File: src/shared/dac_port_pkg.sv
// Constants and types for the host controller of the dual-channel parallel
// converter port. Assumes a 250 MHz system clock.
package dac_port_pkg;
   // ----------------------------------------------------------------
   // Bus geometry
   // ----------------------------------------------------------------
   localparam int DATA_W = 12;
   localparam logic CHAN_A = 1'b0;
   localparam logic CHAN_B = 1'b1;
   localparam logic RW_WRITE = 1'b0;
   localparam logic RW_READ = 1'b1;

   // ----------------------------------------------------------------
   // Timing in ns and derived cycle counts
   // ----------------------------------------------------------------
   localparam int CLK_PERIOD_PS = 4000;
   localparam int T_SETUP_NS = 10;
   localparam int T_CS_LOW_NS = 10;
   localparam int T_CS_HIGH_NS = 7;
   localparam int T_RW_TO_CS_NS = 5;
   localparam int T_ACCESS_MAX_NS = 25;
   localparam int T_RELINQUISH_MAX_NS = 10;

   // Least times round up, never less than one cycle.
   function automatic int cyc_up(input int ns);
      int c;
      c = (ns * 1000 + CLK_PERIOD_PS - 1) / CLK_PERIOD_PS;
      return (c < 1) ? 1 : c;
   endfunction

   localparam int SETUP_CYC = cyc_up(T_SETUP_NS);
   localparam int CS_LOW_CYC = cyc_up(T_CS_LOW_NS);
   localparam int ACCESS_CYC = cyc_up(T_ACCESS_MAX_NS);
   localparam int CS_HIGH_CYC = cyc_up(T_CS_HIGH_NS);
   localparam int RW_TO_CS_CYC = cyc_up(T_RW_TO_CS_NS);
   localparam int RELINQUISH_CYC = cyc_up(T_RELINQUISH_MAX_NS);
   // Pin data reaches the logic two edges late through the synchroniser.
   localparam int SYNC_CYC = 2;

   localparam int CNT_W = 4;
   localparam logic [CNT_W-1:0] CNT_ZERO = 4'h0;
   localparam logic [CNT_W-1:0] CNT_ONE = 4'h1;
   localparam logic [DATA_W-1:0] DATA_ZERO = 12'h000;

   typedef enum logic [2:0] {
      ST_IDLE,
      ST_SETUP,
      ST_STROBE,
      ST_HOLD,
      ST_GAP
   } phase_t;
endpackage

File: src/design/dac_sync2.sv
// Two-flop synchroniser for a vector arriving from the device pins.
// Assumes the receiving logic runs on clk.
`timescale 1ns/1ps
`default_nettype none
module dac_sync2 #(parameter int W = 12)
(
   input wire logic clk,
   input wire logic rstn,
   input wire logic [W-1:0] din,
   output logic [W-1:0] dout
);
   logic [W-1:0] stage1_r;

   always_ff @(posedge clk or negedge rstn)
   begin
      if (!rstn)
      begin
         stage1_r <= '0;
         dout <= '0;
      end
      else
      begin
         stage1_r <= din;
         dout <= stage1_r;
      end
   end
endmodule
`default_nettype wire

File: src/design/dac_host_port.sv
// Host-side controller driving the parallel write/readback pins of a
// dual-channel converter. Assumes the device is the only other driver of
// the data lines and that the user side runs on clk.
`timescale 1ns/1ps
`default_nettype none
module dac_host_port
   import dac_port_pkg::*;
(
   input wire logic clk,
   input wire logic rstn,
   input wire logic reqValid,
   output logic reqReady,
   input wire logic reqRead,
   input wire logic reqChan,
   input wire logic [DATA_W-1:0] reqData,
   output logic rspValid,
   output logic [DATA_W-1:0] rspData,
   output logic chanSel,
   output logic chipSelN,
   output logic readNotWrite,
   input wire logic [DATA_W-1:0] dataIn,
   output logic [DATA_W-1:0] dataOut,
   output logic dataOe
);
   // ----------------------------------------------------------------
   // State
   // ----------------------------------------------------------------
   phase_t phase_r, phase_nxt;
   logic [CNT_W-1:0] cnt_r, cnt_nxt;
   logic read_r;
   logic chan_r;
   logic [DATA_W-1:0] wdata_r;
   logic rspValid_r;
   logic [DATA_W-1:0] rspData_r;
   logic [DATA_W-1:0] dataSync;
   logic chipSelN_r;
   logic readNotWrite_r;
   logic dataOe_r;

   // Pin data crosses from the device, so it is synchronised; the extra
   // latency is covered by stretching the strobe in read accesses.
   dac_sync2 #(.W(DATA_W)) u_sync
   (
      .clk(clk),
      .rstn(rstn),
      .din(dataIn),
      .dout(dataSync)
   );

   // ----------------------------------------------------------------
   // Decode
   // ----------------------------------------------------------------
   wire cntDone = (cnt_r == CNT_ZERO);
   wire take = reqValid && (phase_r == ST_IDLE);
   wire strobeEnd = (phase_r == ST_STROBE) && cntDone;
   wire sampleNow = strobeEnd && read_r;
   // Read strobes last the access time plus the synchroniser delay.
   wire [CNT_W-1:0] strobeLen = read_r
      ? CNT_W'(ACCESS_CYC + SYNC_CYC - 1) : CNT_W'(CS_LOW_CYC - 1);
   wire [CNT_W-1:0] gapLen = read_r
      ? CNT_W'(RELINQUISH_CYC + RW_TO_CS_CYC - 1)
      : CNT_W'(CS_HIGH_CYC - 1);

   assign reqReady = (phase_r == ST_IDLE);
   assign rspValid = rspValid_r;
   assign rspData = rspData_r;
   assign chanSel = chan_r;
   assign chipSelN = chipSelN_r;
   assign readNotWrite = readNotWrite_r;
   assign dataOut = wdata_r;
   assign dataOe = dataOe_r;
   // The pin controls are decoded from the next state and registered, so a
   // state change of several bits can never glitch a strobe at the device.
   wire readNxt = take ? reqRead : read_r;
   // Chip select goes low only in the strobe phase, after setup.
   wire csNxt = (phase_nxt != ST_STROBE);
   // Read/write stays at the write level only while a write is in flight;
   // idle it rests high so that no latch goes transparent by accident.
   wire rwNxt = (phase_nxt == ST_IDLE || readNxt)
      ? RW_READ : RW_WRITE;
   // The word stays on the lines one cycle past the rise of chip select,
   // which gives the device a full cycle of data hold.
   wire oeNxt = !readNxt && (phase_nxt == ST_SETUP
      || phase_nxt == ST_STROBE || phase_nxt == ST_HOLD);

   // ----------------------------------------------------------------
   // Sequencer
   // ----------------------------------------------------------------
   always_comb
   begin
      phase_nxt = phase_r;
      cnt_nxt = cnt_r;
      case (phase_r)
         ST_IDLE:
         begin
            if (reqValid)
            begin
               phase_nxt = ST_SETUP;
               cnt_nxt = CNT_W'(SETUP_CYC - 1);
            end
         end
         ST_SETUP:
         begin
            if (cntDone)
            begin
               phase_nxt = ST_STROBE;
               cnt_nxt = strobeLen;
            end
            else
               cnt_nxt = cnt_r - CNT_ONE;
         end
         ST_STROBE:
         begin
            if (cntDone)
            begin
               phase_nxt = ST_HOLD;
               cnt_nxt = CNT_ZERO;
            end
            else
               cnt_nxt = cnt_r - CNT_ONE;
         end
         ST_HOLD:
         begin
            phase_nxt = ST_GAP;
            cnt_nxt = gapLen;
         end
         ST_GAP:
         begin
            if (cntDone)
               phase_nxt = ST_IDLE;
            else
               cnt_nxt = cnt_r - CNT_ONE;
         end
         default:
         begin
            phase_nxt = ST_IDLE;
            cnt_nxt = CNT_ZERO;
         end
      endcase
   end

   always_ff @(posedge clk or negedge rstn)
   begin
      if (!rstn)
      begin
         phase_r <= ST_IDLE;
         cnt_r <= CNT_ZERO;
      end
      else
      begin
         phase_r <= phase_nxt;
         cnt_r <= cnt_nxt;
      end
   end

   always_ff @(posedge clk or negedge rstn)
   begin
      if (!rstn)
      begin
         chipSelN_r <= 1'b1;
         readNotWrite_r <= RW_READ;
         dataOe_r <= 1'b0;
      end
      else
      begin
         chipSelN_r <= csNxt;
         readNotWrite_r <= rwNxt;
         dataOe_r <= oeNxt;
      end
   end

   // Request fields are held for the whole access.
   always_ff @(posedge clk or negedge rstn)
   begin
      if (!rstn)
      begin
         read_r <= RW_READ;
         chan_r <= CHAN_A;
         wdata_r <= DATA_ZERO;
      end
      else if (take)
      begin
         read_r <= reqRead;
         chan_r <= reqChan;
         wdata_r <= reqData;
      end
   end

   always_ff @(posedge clk or negedge rstn)
   begin
      if (!rstn)
      begin
         rspValid_r <= 1'b0;
         rspData_r <= DATA_ZERO;
      end
      else
      begin
         rspValid_r <= sampleNow;
         if (sampleNow)
            rspData_r <= dataSync;
      end
   end
endmodule
`default_nettype wire

File: config.mk
export PLATFORM = sky130hd
export DESIGN_NAME = dac_host_port
export DESIGN_NICKNAME = d
export VERILOG_FILES = /design/src/shared/dac_port_pkg.sv /design/src/design/dac_sync2.sv /design/src/design/dac_host_port.sv
export SDC_FILE = /design/constraint.sdc
export NUM_CORES = 1
export LEC_CHECK = 0
export ABC_AREA = 1
export BUFFER_PORTS_ARGS = -buffer_cell sky130_fd_sc_hd__buf_2
export CORE_UTILIZATION = 40
export DETAILED_ROUTE_END_ITERATION = 10
export SLEW_MARGIN = 20
export SYNTH_ARGS = -nofsm -noshare
export SYNTH_HDL_FRONTEND = slang
export SYNTH_SLANG_ARGS = --single-unit
File: constraint.sdc
create_clock -name clk -period 2.2 [get_ports clk]
set_clock_uncertainty 0.05 [all_clocks]
set_input_delay 0.22 -clock clk [delete_from_list [all_inputs] [get_ports clk]]
set_output_delay 0.22 -clock clk [all_outputs]
set_load 0.01 [all_outputs]
==> results of run 1 <==
## cells in the mapped netlist (all sizes together)
cell type | number | area share
buf | 2 | 0.011
mux2 | 13 | 0.077
a21oi | 1 | 0.0038
o211ai | 1 | 0.0033
dfstp | 3 | 0.034
clkbuf | 2 | 0.0038
nor2 | 12 | 0.027
o21ai | 17 | 0.037
nand2 | 56 | 0.099
inv | 14 | 0.023
dfrtp | 58 | 0.63
nand4 | 3 | 0.0082
o22ai | 1 | 0.0027
xnor2 | 1 | 0.0038
nand3 | 10 | 0.024
ha | 2 | 0.011
## kinds of logic after synthesis
kind of cell    after synthesis  share of synthesized area
xor+xnor                      1                    0.00381
compound gates               20                     0.0468
buf+inv                      18                     0.0381
simple gates                 81                      0.158
fa+ha+maj                     2                     0.0109
mux                          13                     0.0767
flops                        61                      0.665
## worst register-to-register path, cell delays in order (launching register included)
cell and delay [ns]:
dfrtp_1 0.41, inv_1 0.14, ha_1 0.18, nand3_2 0.12, inv_2 0.17, nand2_4 0.14
nor2_4 0.28, nand2_1 0.10, nand2_1 0.08
## power breakdown
part | switching (W) | internal, W | leakage, nW | total, W
Sequential | 0.000193 | 0.00149 | 0.724 | 0.00168
Clock | 0.000391 | 0.000696 | 0.116 | 0.00109
Combinational | 0.000843 | 0.000636 | 0.694 | 0.00148
## routing by layer
metal | vias up | share of wire | track usage | routed length (um)
li1 | 795 | - | - | -
met1 | 728 | 0.45 | 0.189 | 1800
met2 | 38 | 0.48 | 0.243 | 1930
met3 | 7 | 0.042 | 0.0647 | 168
met4 | 0 | 0.024 | 0.102 | 95
met5 | - | 0 | 0 | 0
## what timing repair did
item	CTS	global route
endpoints found under the hold margin	33	0
hold buffers	13	0
buffers inserted	0	0
## state kept, by name, indices dropped and copies added, names as in the netlist
register,count
chanSel,1
chipSelN,1
cnt_r,4
dataOe,1
dataOut,12
phase_r,3
readNotWrite,1
read_r,1
rspData,12
rspValid,1
u_sync.dout,12
u_sync.stage1_r,12
## metrics by stage
step                      worst slack, ns  instance area [um2]  hold slack, ns  power [W]  cells
after CTS                           0.501                 3020          0.0515    0.00430    353
after detailed placement            0.506                 2660           0.158    0.00317    324
final                               0.488                 3020          0.0679    0.00425    353
after global placement              0.564                 2660           0.152    0.00316    324
after global routing                0.304                 3020          0.0405    0.00459    353
after floorplan                     0.676                 2300          -0.126    0.00270    196
## layout make-up
type / count / area, um2 / share of cell area
sequential: 61 / 1530 / 0.507
inverter: 14 / 52.6 / 0.0174
tap: 72 / 90.1 / 0.0299
timing repair buffer: 73 / 435 / 0.144
clock inverter: 4 / 70.1 / 0.0232
clock buffer: 12 / 155 / 0.0515
multi-input combinational: 117 / 682 / 0.226
## path summary, 6_finish.rpt
| check | to | slack (ns) | cells past startpoint |
|---|---|---|---|
| worst min register to register | u_sync.dout[6] | 0.30 | 0 |
| min in group asynchronous | rspData[5] | 0.33 | 2 |
| worst min-delay path | dataOut[3] | 0.07 | 2 |
| worst max register to register | rspData[7] | 0.49 | 8 |
| max in group asynchronous | chipSelN | 1.04 | 3 |
| worst max-delay path | rspData[7] | 0.49 | 8 |
==> impl_metrics.csv, run 1 <==
group,metric,value,unit
floorplanning,std_cell_rows,27,
global_route,gr-total-overflow,0,
power,cellPowerDensity,1410,nW/um2
global_route,grt_max_degree,24,
detailed_routing,drtPass1Iterations,4,
critical_path,start_kind,"flop",
critical_path,path_max_fanout,14,
detailed_routing,postRouteAntennaNets,0,
layout,final_cell_mix,"dfrtp_1 (58), buf_2 (58), nand2_1 (53), o21ai_0 (17), dlygate4sd3_1 (13)",
clock_tree,cts_repair_resize_count,0,
detailed_routing,routed_wl,3.99,mm
floorplanning,die_area,6060,um2
layout,insertedDiodeCount,0,
clock_tree,clk_pin_slew,0.07,ns
critical_path,crit_chain,"inv_1 -> ha_1 -> nand3_2 -> inv_2 -> nand2_4 -> nor2_4 -> nand2_1 -> nand2_1",
synth,synth_area,2300,um2
sta,setup_viol,0,
global_route,gr-usage-all-layers,0.160,
clock_tree,cts_htree_levels,3,
critical_path,cp_slowest_cell,"dfrtp_1",
floorplanning,ioPinCount,59,
critical_path,crit_path_frequent_cell,"nand2_1",
power,peakVddDrop,711,uV
layout,fill_cells,510,
layout,utilization,0.544,
floorplanning,start_util,0.415,
detailed_routing,via_count,1568,
outcome,status,"completed",
synth,syn-mean-instance-area,11.7,um2
synth,ys_ff_latch,61,
critical_path,worstSetupPathType,"reg2reg",
synth,synth-seq-area-share,0.665,
sta,period_needed,1.71,ns
sta,finalCritPeriodShare,0.778,
sta,maxSlewHeadroom,0.681,
sta,max_clock_freq,584,MHz
layout,final_layout_size_suffix_gt1_frac,0.359,
critical_path,path_buf_inv,2,
critical_path,arrival,1.93,ns
clock_tree,cts_sinks,61,
sta,slew_violations,0,
floorplanning,die_y,77.8,um
detailed_routing,drc,0,
job,maxCapViolCount,0,
layout,final_nets,307,
synth,synth_nets,227,
sta,rsz0062_at_grt,"false",
global_route,grt_pass1_vias,1542,
placement,place_congestion,0.831,
detailed_routing,wire_per_inst,11.3,um
sta,report.final.hold_viol_count,0,
detailed_routing,avgViaCountPerCell,4.44,
clock_tree,cts_tree,"done",
clock_tree,clock_latency,0.33,ns
critical_path,r2r_start,"cnt_r[0]",
sta,finalSetupTns,0,ns
global_route,antenna_found_initial,0,
detailed_routing,first_iter_violations,73,
placement,portBuffers,58,
critical_path,critPathTopFamily,"simple AND/OR/NAND/NOR gates",
synth,ys_warn_count,0,
critical_path,startpoint,"cnt_r[0]",
layout,areaGrowthSynthToFinish,31.1,%
min_path,hold_path.class,"in2reg",
power,leakagePower,1.53,nW
critical_path,crit_required,2.42,ns
synth,synth_cell_types,25,
min_path,min_from,"reqData[3]",
synth,syn_inst,196,
placement,dp_hpwl,2.72,mm
floorplanning,fp.dieW,77.8,um
critical_path,end_kind,"flop",
clock_tree,clockRootBuffer,"clkbuf_8",
clock_tree,numCtsBuffers,9,
sta,worstMarginPinSlew,0.479,ns
global_route,grt_pass1_wl,7.08,mm
floorplanning,core,5540,um2
clock_tree,ctsLongestPathBuffers,2,
critical_path,cpPeakStageDelay,0.41,ns
Note: power is estimated with default switching activity, not from simulation.
==> run 2, diff against run 1 <==
==> constraint.sdc (replaced) <==
create_clock -name clk -period 1.75 [get_ports clk]
set_clock_uncertainty 0.05 [all_clocks]
set_input_delay 0.175 -clock clk [delete_from_list [all_inputs] [get_ports clk]]
set_output_delay 0.175 -clock clk [all_outputs]
set_load 0.01 [all_outputs]
==> run 2 against run 1 <==
Via count grew 0.96%. Register-to-register slack got worse by 0.34 ns. Sequential power up 26%. Non-clock buffer count unchanged. Total power rose by 26%. Clock power grew 22%. Worst setup slack got worse by 0.34 ns. Critical path type unchanged. Critical endpoint is now rspData[2]. Largest cell class unchanged. Largest power group unchanged.
==> impl_metrics.csv, run 2 (same netlist as run 1, synthesis figures left out) <==
group,metric,value,unit
outcome,status,"completed",
clock_tree,clk_pin_slew,0.07,ns
job,maxCapViolCount,0,
sta,worstMarginPinSlew,0.482,ns
global_route,grt_max_degree,46,
sta,finalCritPeriodShare,0.912,
floorplanning,die_area,6060,um2
critical_path,r2r_slack,0.15,ns
floorplanning,fp.dieW,77.8,um
placement,place_congestion,0.832,
layout,multiInputGateArea,693,um2
min_path,min_path_cells,2,
detailed_routing,routed_wl,4.10,mm
detailed_routing,postRouteAntennaNets,0,
critical_path,end_kind,"flop",
detailed_routing,top_layer,"met4",
sta,setup_viol,0,
critical_path,timing.rr.end,"rspData[2]",
floorplanning,start_util,0.415,
floorplanning,ioPinCount,59,
placement,portBuffers,58,
detailed_routing,drtPass1Iterations,4,
layout,register_area,1530,um2
global_route,grt_pass1_vias,1455,
sta,finalSetupTns,0,ns
sta,rsz0062_at_grt,"false",
sta,max_clock_freq,626,MHz
clock_tree,clock_latency,0.33,ns
global_route,antenna_found_initial,0,
min_path,hold_path.class,"in2reg",
layout,utilization,0.547,
global_route,gr-total-overflow,0,
critical_path,rr_worst_depth,8,
layout,final_layout_size_suffix_gt1_frac,0.363,
detailed_routing,wire_per_inst,11.6,um
layout,final_cell_mix,"dfrtp_1 (58), buf_2 (58), nand2_1 (53), o21ai_0 (17), dlygate4sd3_1 (13)",
detailed_routing,drt-met1-wl,1.85,mm
clock_tree,cts_sinks,61,
power,peakVddDrop,845,uV
clock_tree,cts_tree,"done",
critical_path,r2r_start,"cnt_r[1]",
floorplanning,core,5540,um2
detailed_routing,avgViaCountPerCell,4.48,
layout,areaGrowthSynthToFinish,31.8,%
sta,slew_violations,0,
clock_tree,cts_htree_levels,3,
clock_tree,postCtsSetupBuffers,0,
placement,dp_hpwl,2.79,mm
detailed_routing,drc,0,
power,design_power_total,0.00536,W
floorplanning,die_y,77.8,um
sta,period_needed,1.60,ns
clock_tree,ctsLongestPathBuffers,2,
layout,insertedDiodeCount,0,
floorplanning,std_cell_rows,27,
critical_path,crit_required,1.96,ns
layout,fill_cells,508,
global_route,gr-usage-all-layers,0.148,
min_path,min_from,"reqData[9]",
sta,maxSlewHeadroom,0.678,
detailed_routing,route.met2.wl,2.02,mm
global_route,grt_pass1_wl,6.65,mm
detailed_routing,wl_met3,172,um
min_path,hold_end,"dataOut[9]",
sta,report.final.hold_viol_count,0,
sta,worst_slack,0.153,ns
critical_path,arrival,1.81,ns
power,cellPowerDensity,1770,nW/um2
placement,post-place-ws,0.0484,ns
power,leakagePower,1.53,nW
critical_path,path_max_fanout,15,
layout,final_nets,308,
clock_tree,numCtsBuffers,9,
critical_path,start_kind,"flop",
clock_tree,clockRootBuffer,"clkbuf_8",
detailed_routing,via_count,1583,
detailed_routing,first_iter_violations,105,
critical_path,worstSetupPathType,"reg2reg",
-- run 2: changes by cell type in the layout (fill, tap and decap cells not counted) --
cell,change
buf_12,+1
buf_4,-1
clkbuf_8,-1
clkinv_2,-1
clkinvlp_4,+1
inv_1,-1
inv_4,+1
nor2_4,+1
-- run 2: critical path, cell delays in order, from the launching register on --
cell and delay, ns:
dfrtp_1 0.39, inv_1 0.13, ha_1 0.18, nand3_2 0.14
inv_4 0.14, nand2_4 0.13, nor2_4 0.22, nand2_1 0.08
nand2_1 0.07
-- run 2: worst max path at each step --
stage / startpoint / to
after global routing: phase_r[2] / rspData[2]
after detailed placement: cnt_r[0] / rspData[2]
after floorplan: cnt_r[0] / rspData[0]
after global placement: cnt_r[0] / rspData[7]
after CTS: cnt_r[0] / rspData[2]
final: cnt_r[1] / rspData[2]
-- run 2: layout make-up --
type | instances | area share
flip-flops and latches | 61 | 0.505
multi-input cells | 118 | 0.229
repair buffers | 73 | 0.148
clock buffers | 11 | 0.0467
well taps | 72 | 0.0297
clock inverters | 4 | 0.0239
inverters | 14 | 0.0182
-- run 2: per-stage QoR --
step	std cells	hold WS (ns)	instance area (um2)
2_1_floorplan	196	-0.171	2300
3_3_place_gp	324	0.0654	2670
3_5_place_dp	324	0.0728	2670
4_1_cts	352	0.0109	3020
5_1_grt	353	0.00824	3030
6_report	353	0.0259	3030
-- run 2: what timing repair did --
action                     CTS  global route
hold endpoints to repair    28             0
setup endpoints to repair    0            12
hold buffers                13             0
gates resized for setup      0             3
-- run 2: routing by layer --
metal / global-route usage / vias to the layer above
met5: 0 / -
met4: 0.0849 / 0
met1: 0.182 / 753
met2: 0.227 / 29
li1: - / 795
met3: 0.0506 / 6
-- run 2: where the power goes --
| group | total (W) | internal (W) | switching (W) |
|---|---|---|---|
| logic | 0.00191 | 0.000826 | 0.00109 |
| clock network | 0.00133 | 0.000830 | 0.000502 |
| registers | 0.00211 | 0.00187 | 0.000244 |
| total | 0.00536 | 0.00352 | 0.00183 |
==> run 3, diff against run 2 <==
==> constraint.sdc (replaced) <==
create_clock -name clk -period 1.75 [get_ports clk]
set_clock_uncertainty 0.05 [all_clocks]
set_input_delay 0.35 -clock clk [delete_from_list [all_inputs] [get_ports clk]]
set_output_delay 0.35 -clock clk [all_outputs]
set_load 0.01 [all_outputs]
==> run 3 against run 2 <==
Via count decreased by 2.0%. Fmax fell by 2.0%. First-iteration DRC count fell by 20%. Sequential power barely moved. Total power fell by 0.32%. Sequential cell count did not move. Critical path depth shrank 4. Non-clock buffer count shrank 12.
==> impl_metrics.csv, run 3 (same netlist as run 1, synthesis figures left out) <==
group,metric,value,unit
layout,final_nets,296,
sta,period_needed,1.63,ns
detailed_routing,wire_per_inst,11.8,um
clock_tree,cts_sinks,61,
job,maxCapViolCount,0,
critical_path,worstSetupPathType,"reg2out",
floorplanning,fp.dieW,77.8,um
sta,worstMarginPinSlew,0.489,ns
floorplanning,die_area,6060,um2
layout,final_cell_mix,"dfrtp_1 (58), buf_2 (58), nand2_1 (53), o21ai_0 (17), inv_1 (11)",
floorplanning,ioPinCount,59,
sta,finalCritPeriodShare,0.931,
detailed_routing,postRouteAntennaNets,0,
detailed_routing,drc,0,
placement,post-place-ws,0.0484,ns
power,cellPowerDensity,1840,nW/um2
floorplanning,std_cell_rows,27,
detailed_routing,routed_wl,4.01,mm
layout,final_layout_size_suffix_gt1_frac,0.379,
clock_tree,numCtsBuffers,9,
layout,fin_area,2910,um2
sta,worst_slack,0.120,ns
layout,utilization,0.525,
critical_path,end_kind,"output port",
sta,finalSetupTns,0,ns
sta,slew_violations,0,
detailed_routing,first_iter_violations,84,
detailed_routing,avgViaCountPerCell,4.55,
clock_tree,clockRootBuffer,"clkbuf_8",
detailed_routing,drtPass1Iterations,4,
global_route,grt_max_degree,46,
sta,hold_ws,0.0751,ns
min_path,hold_path.class,"in2reg",
placement,portBuffers,58,
clock_tree,ctsLongestPathBuffers,2,
global_route,gr-total-overflow,0,
clock_tree,clock_latency,0.32,ns
placement,place_area,2670,um2
clock_tree,cts_htree_levels,3,
clock_tree,cts_tree,"done",
critical_path,path_max_fanout,4,
floorplanning,die_y,77.8,um
layout,insertedDiodeCount,0,
sta,report.final.hold_viol_count,0,
critical_path,crit_required,1.35,ns
layout,areaGrowthSynthToFinish,26.6,%
outcome,status,"completed",
clock_tree,clk_pin_slew,0.07,ns
power,leakagePower,1.48,nW
power,peakVddDrop,846,uV
placement,dp_hpwl,2.79,mm
placement,place_congestion,0.832,
floorplanning,core,5540,um2
global_route,gr-usage-all-layers,0.145,
global_route,grt_pass1_vias,1429,
critical_path,rr_worst_depth,8,
global_route,grt_pass1_wl,6.48,mm
floorplanning,start_util,0.415,
global_route,antenna_found_initial,0,
detailed_routing,via_count,1552,
min_path,min_path_cells,1,
critical_path,arrival,1.23,ns
sta,maxSlewHeadroom,0.673,
sta,rsz0062_at_grt,"false",
critical_path,start_kind,"flop",
sta,setup_viol,0,
sta,max_clock_freq,614,MHz
-- run 3: per-stage QoR --
stage | instances | total power, W
after floorplan | 196 | 0.00339
after global placement | 324 | 0.00399
after detailed placement | 324 | 0.00402
after CTS | 340 | 0.00538
after global routing | 341 | 0.00574
final | 341 | 0.00534
-- run 3: where the power goes --
| group | switching (W) | internal (W) | leakage, nW |
|---|---|---|---|
| clock | 0.000502 | 0.000831 | 0.105 |
| sequential | 0.000244 | 0.00187 | 0.724 |
| combinational | 0.00109 | 0.000808 | 0.649 |
| total | 0.00183 | 0.00351 | 1.48 |
-- run 3: what timing repair did --
action,CTS,global route
endpoints found under the hold margin,16,0
gates resized for setup,0,3
endpoints found under the setup margin,0,12
hold buffers,1,0
setup buffers,0,0
-- run 3: layout make-up --
type                       count  area, um2
clock buffer                  11        141
clock inverter                 4       72.6
fill                         522       2630
inverter                      14       55.1
multi-input combinational    118        693
sequential                    61       1530
tap                           72       90.1
timing repair buffer          61        328
-- run 3: metal layers --
| metal | vias to the layer above | wire length, um | global-route usage |
|---|---|---|---|
| met3 | 6 | 177 | 0.0506 |
| met1 | 746 | 1790 | 0.173 |
| met4 | 0 | 55 | 0.0849 |
| li1 | 771 | - | - |
| met5 | - | 0 | 0 |
| met2 | 29 | 1990 | 0.226 |
-- run 3: path summary, 6_finish.rpt --
check,start,end,slack (ns)
max,phase_r[1],reqReady,0.12
min,dataIn[8],u_sync.stage1_r[8],0.08
max reg2reg,cnt_r[1],rspData[2],0.15
min reg2reg,u_sync.stage1_r[2],u_sync.dout[2],0.30
max in group asynchronous,rstn,chipSelN,0.60
min in group asynchronous,rstn,u_sync.stage1_r[1],0.43
-- run 3: critical path: stages, from the launching register on --
cell and delay (ns):
dfrtp_1 0.41, nor2_2 0.21, nand2_2 0.08, inv_2 0.08
buf_2 0.12
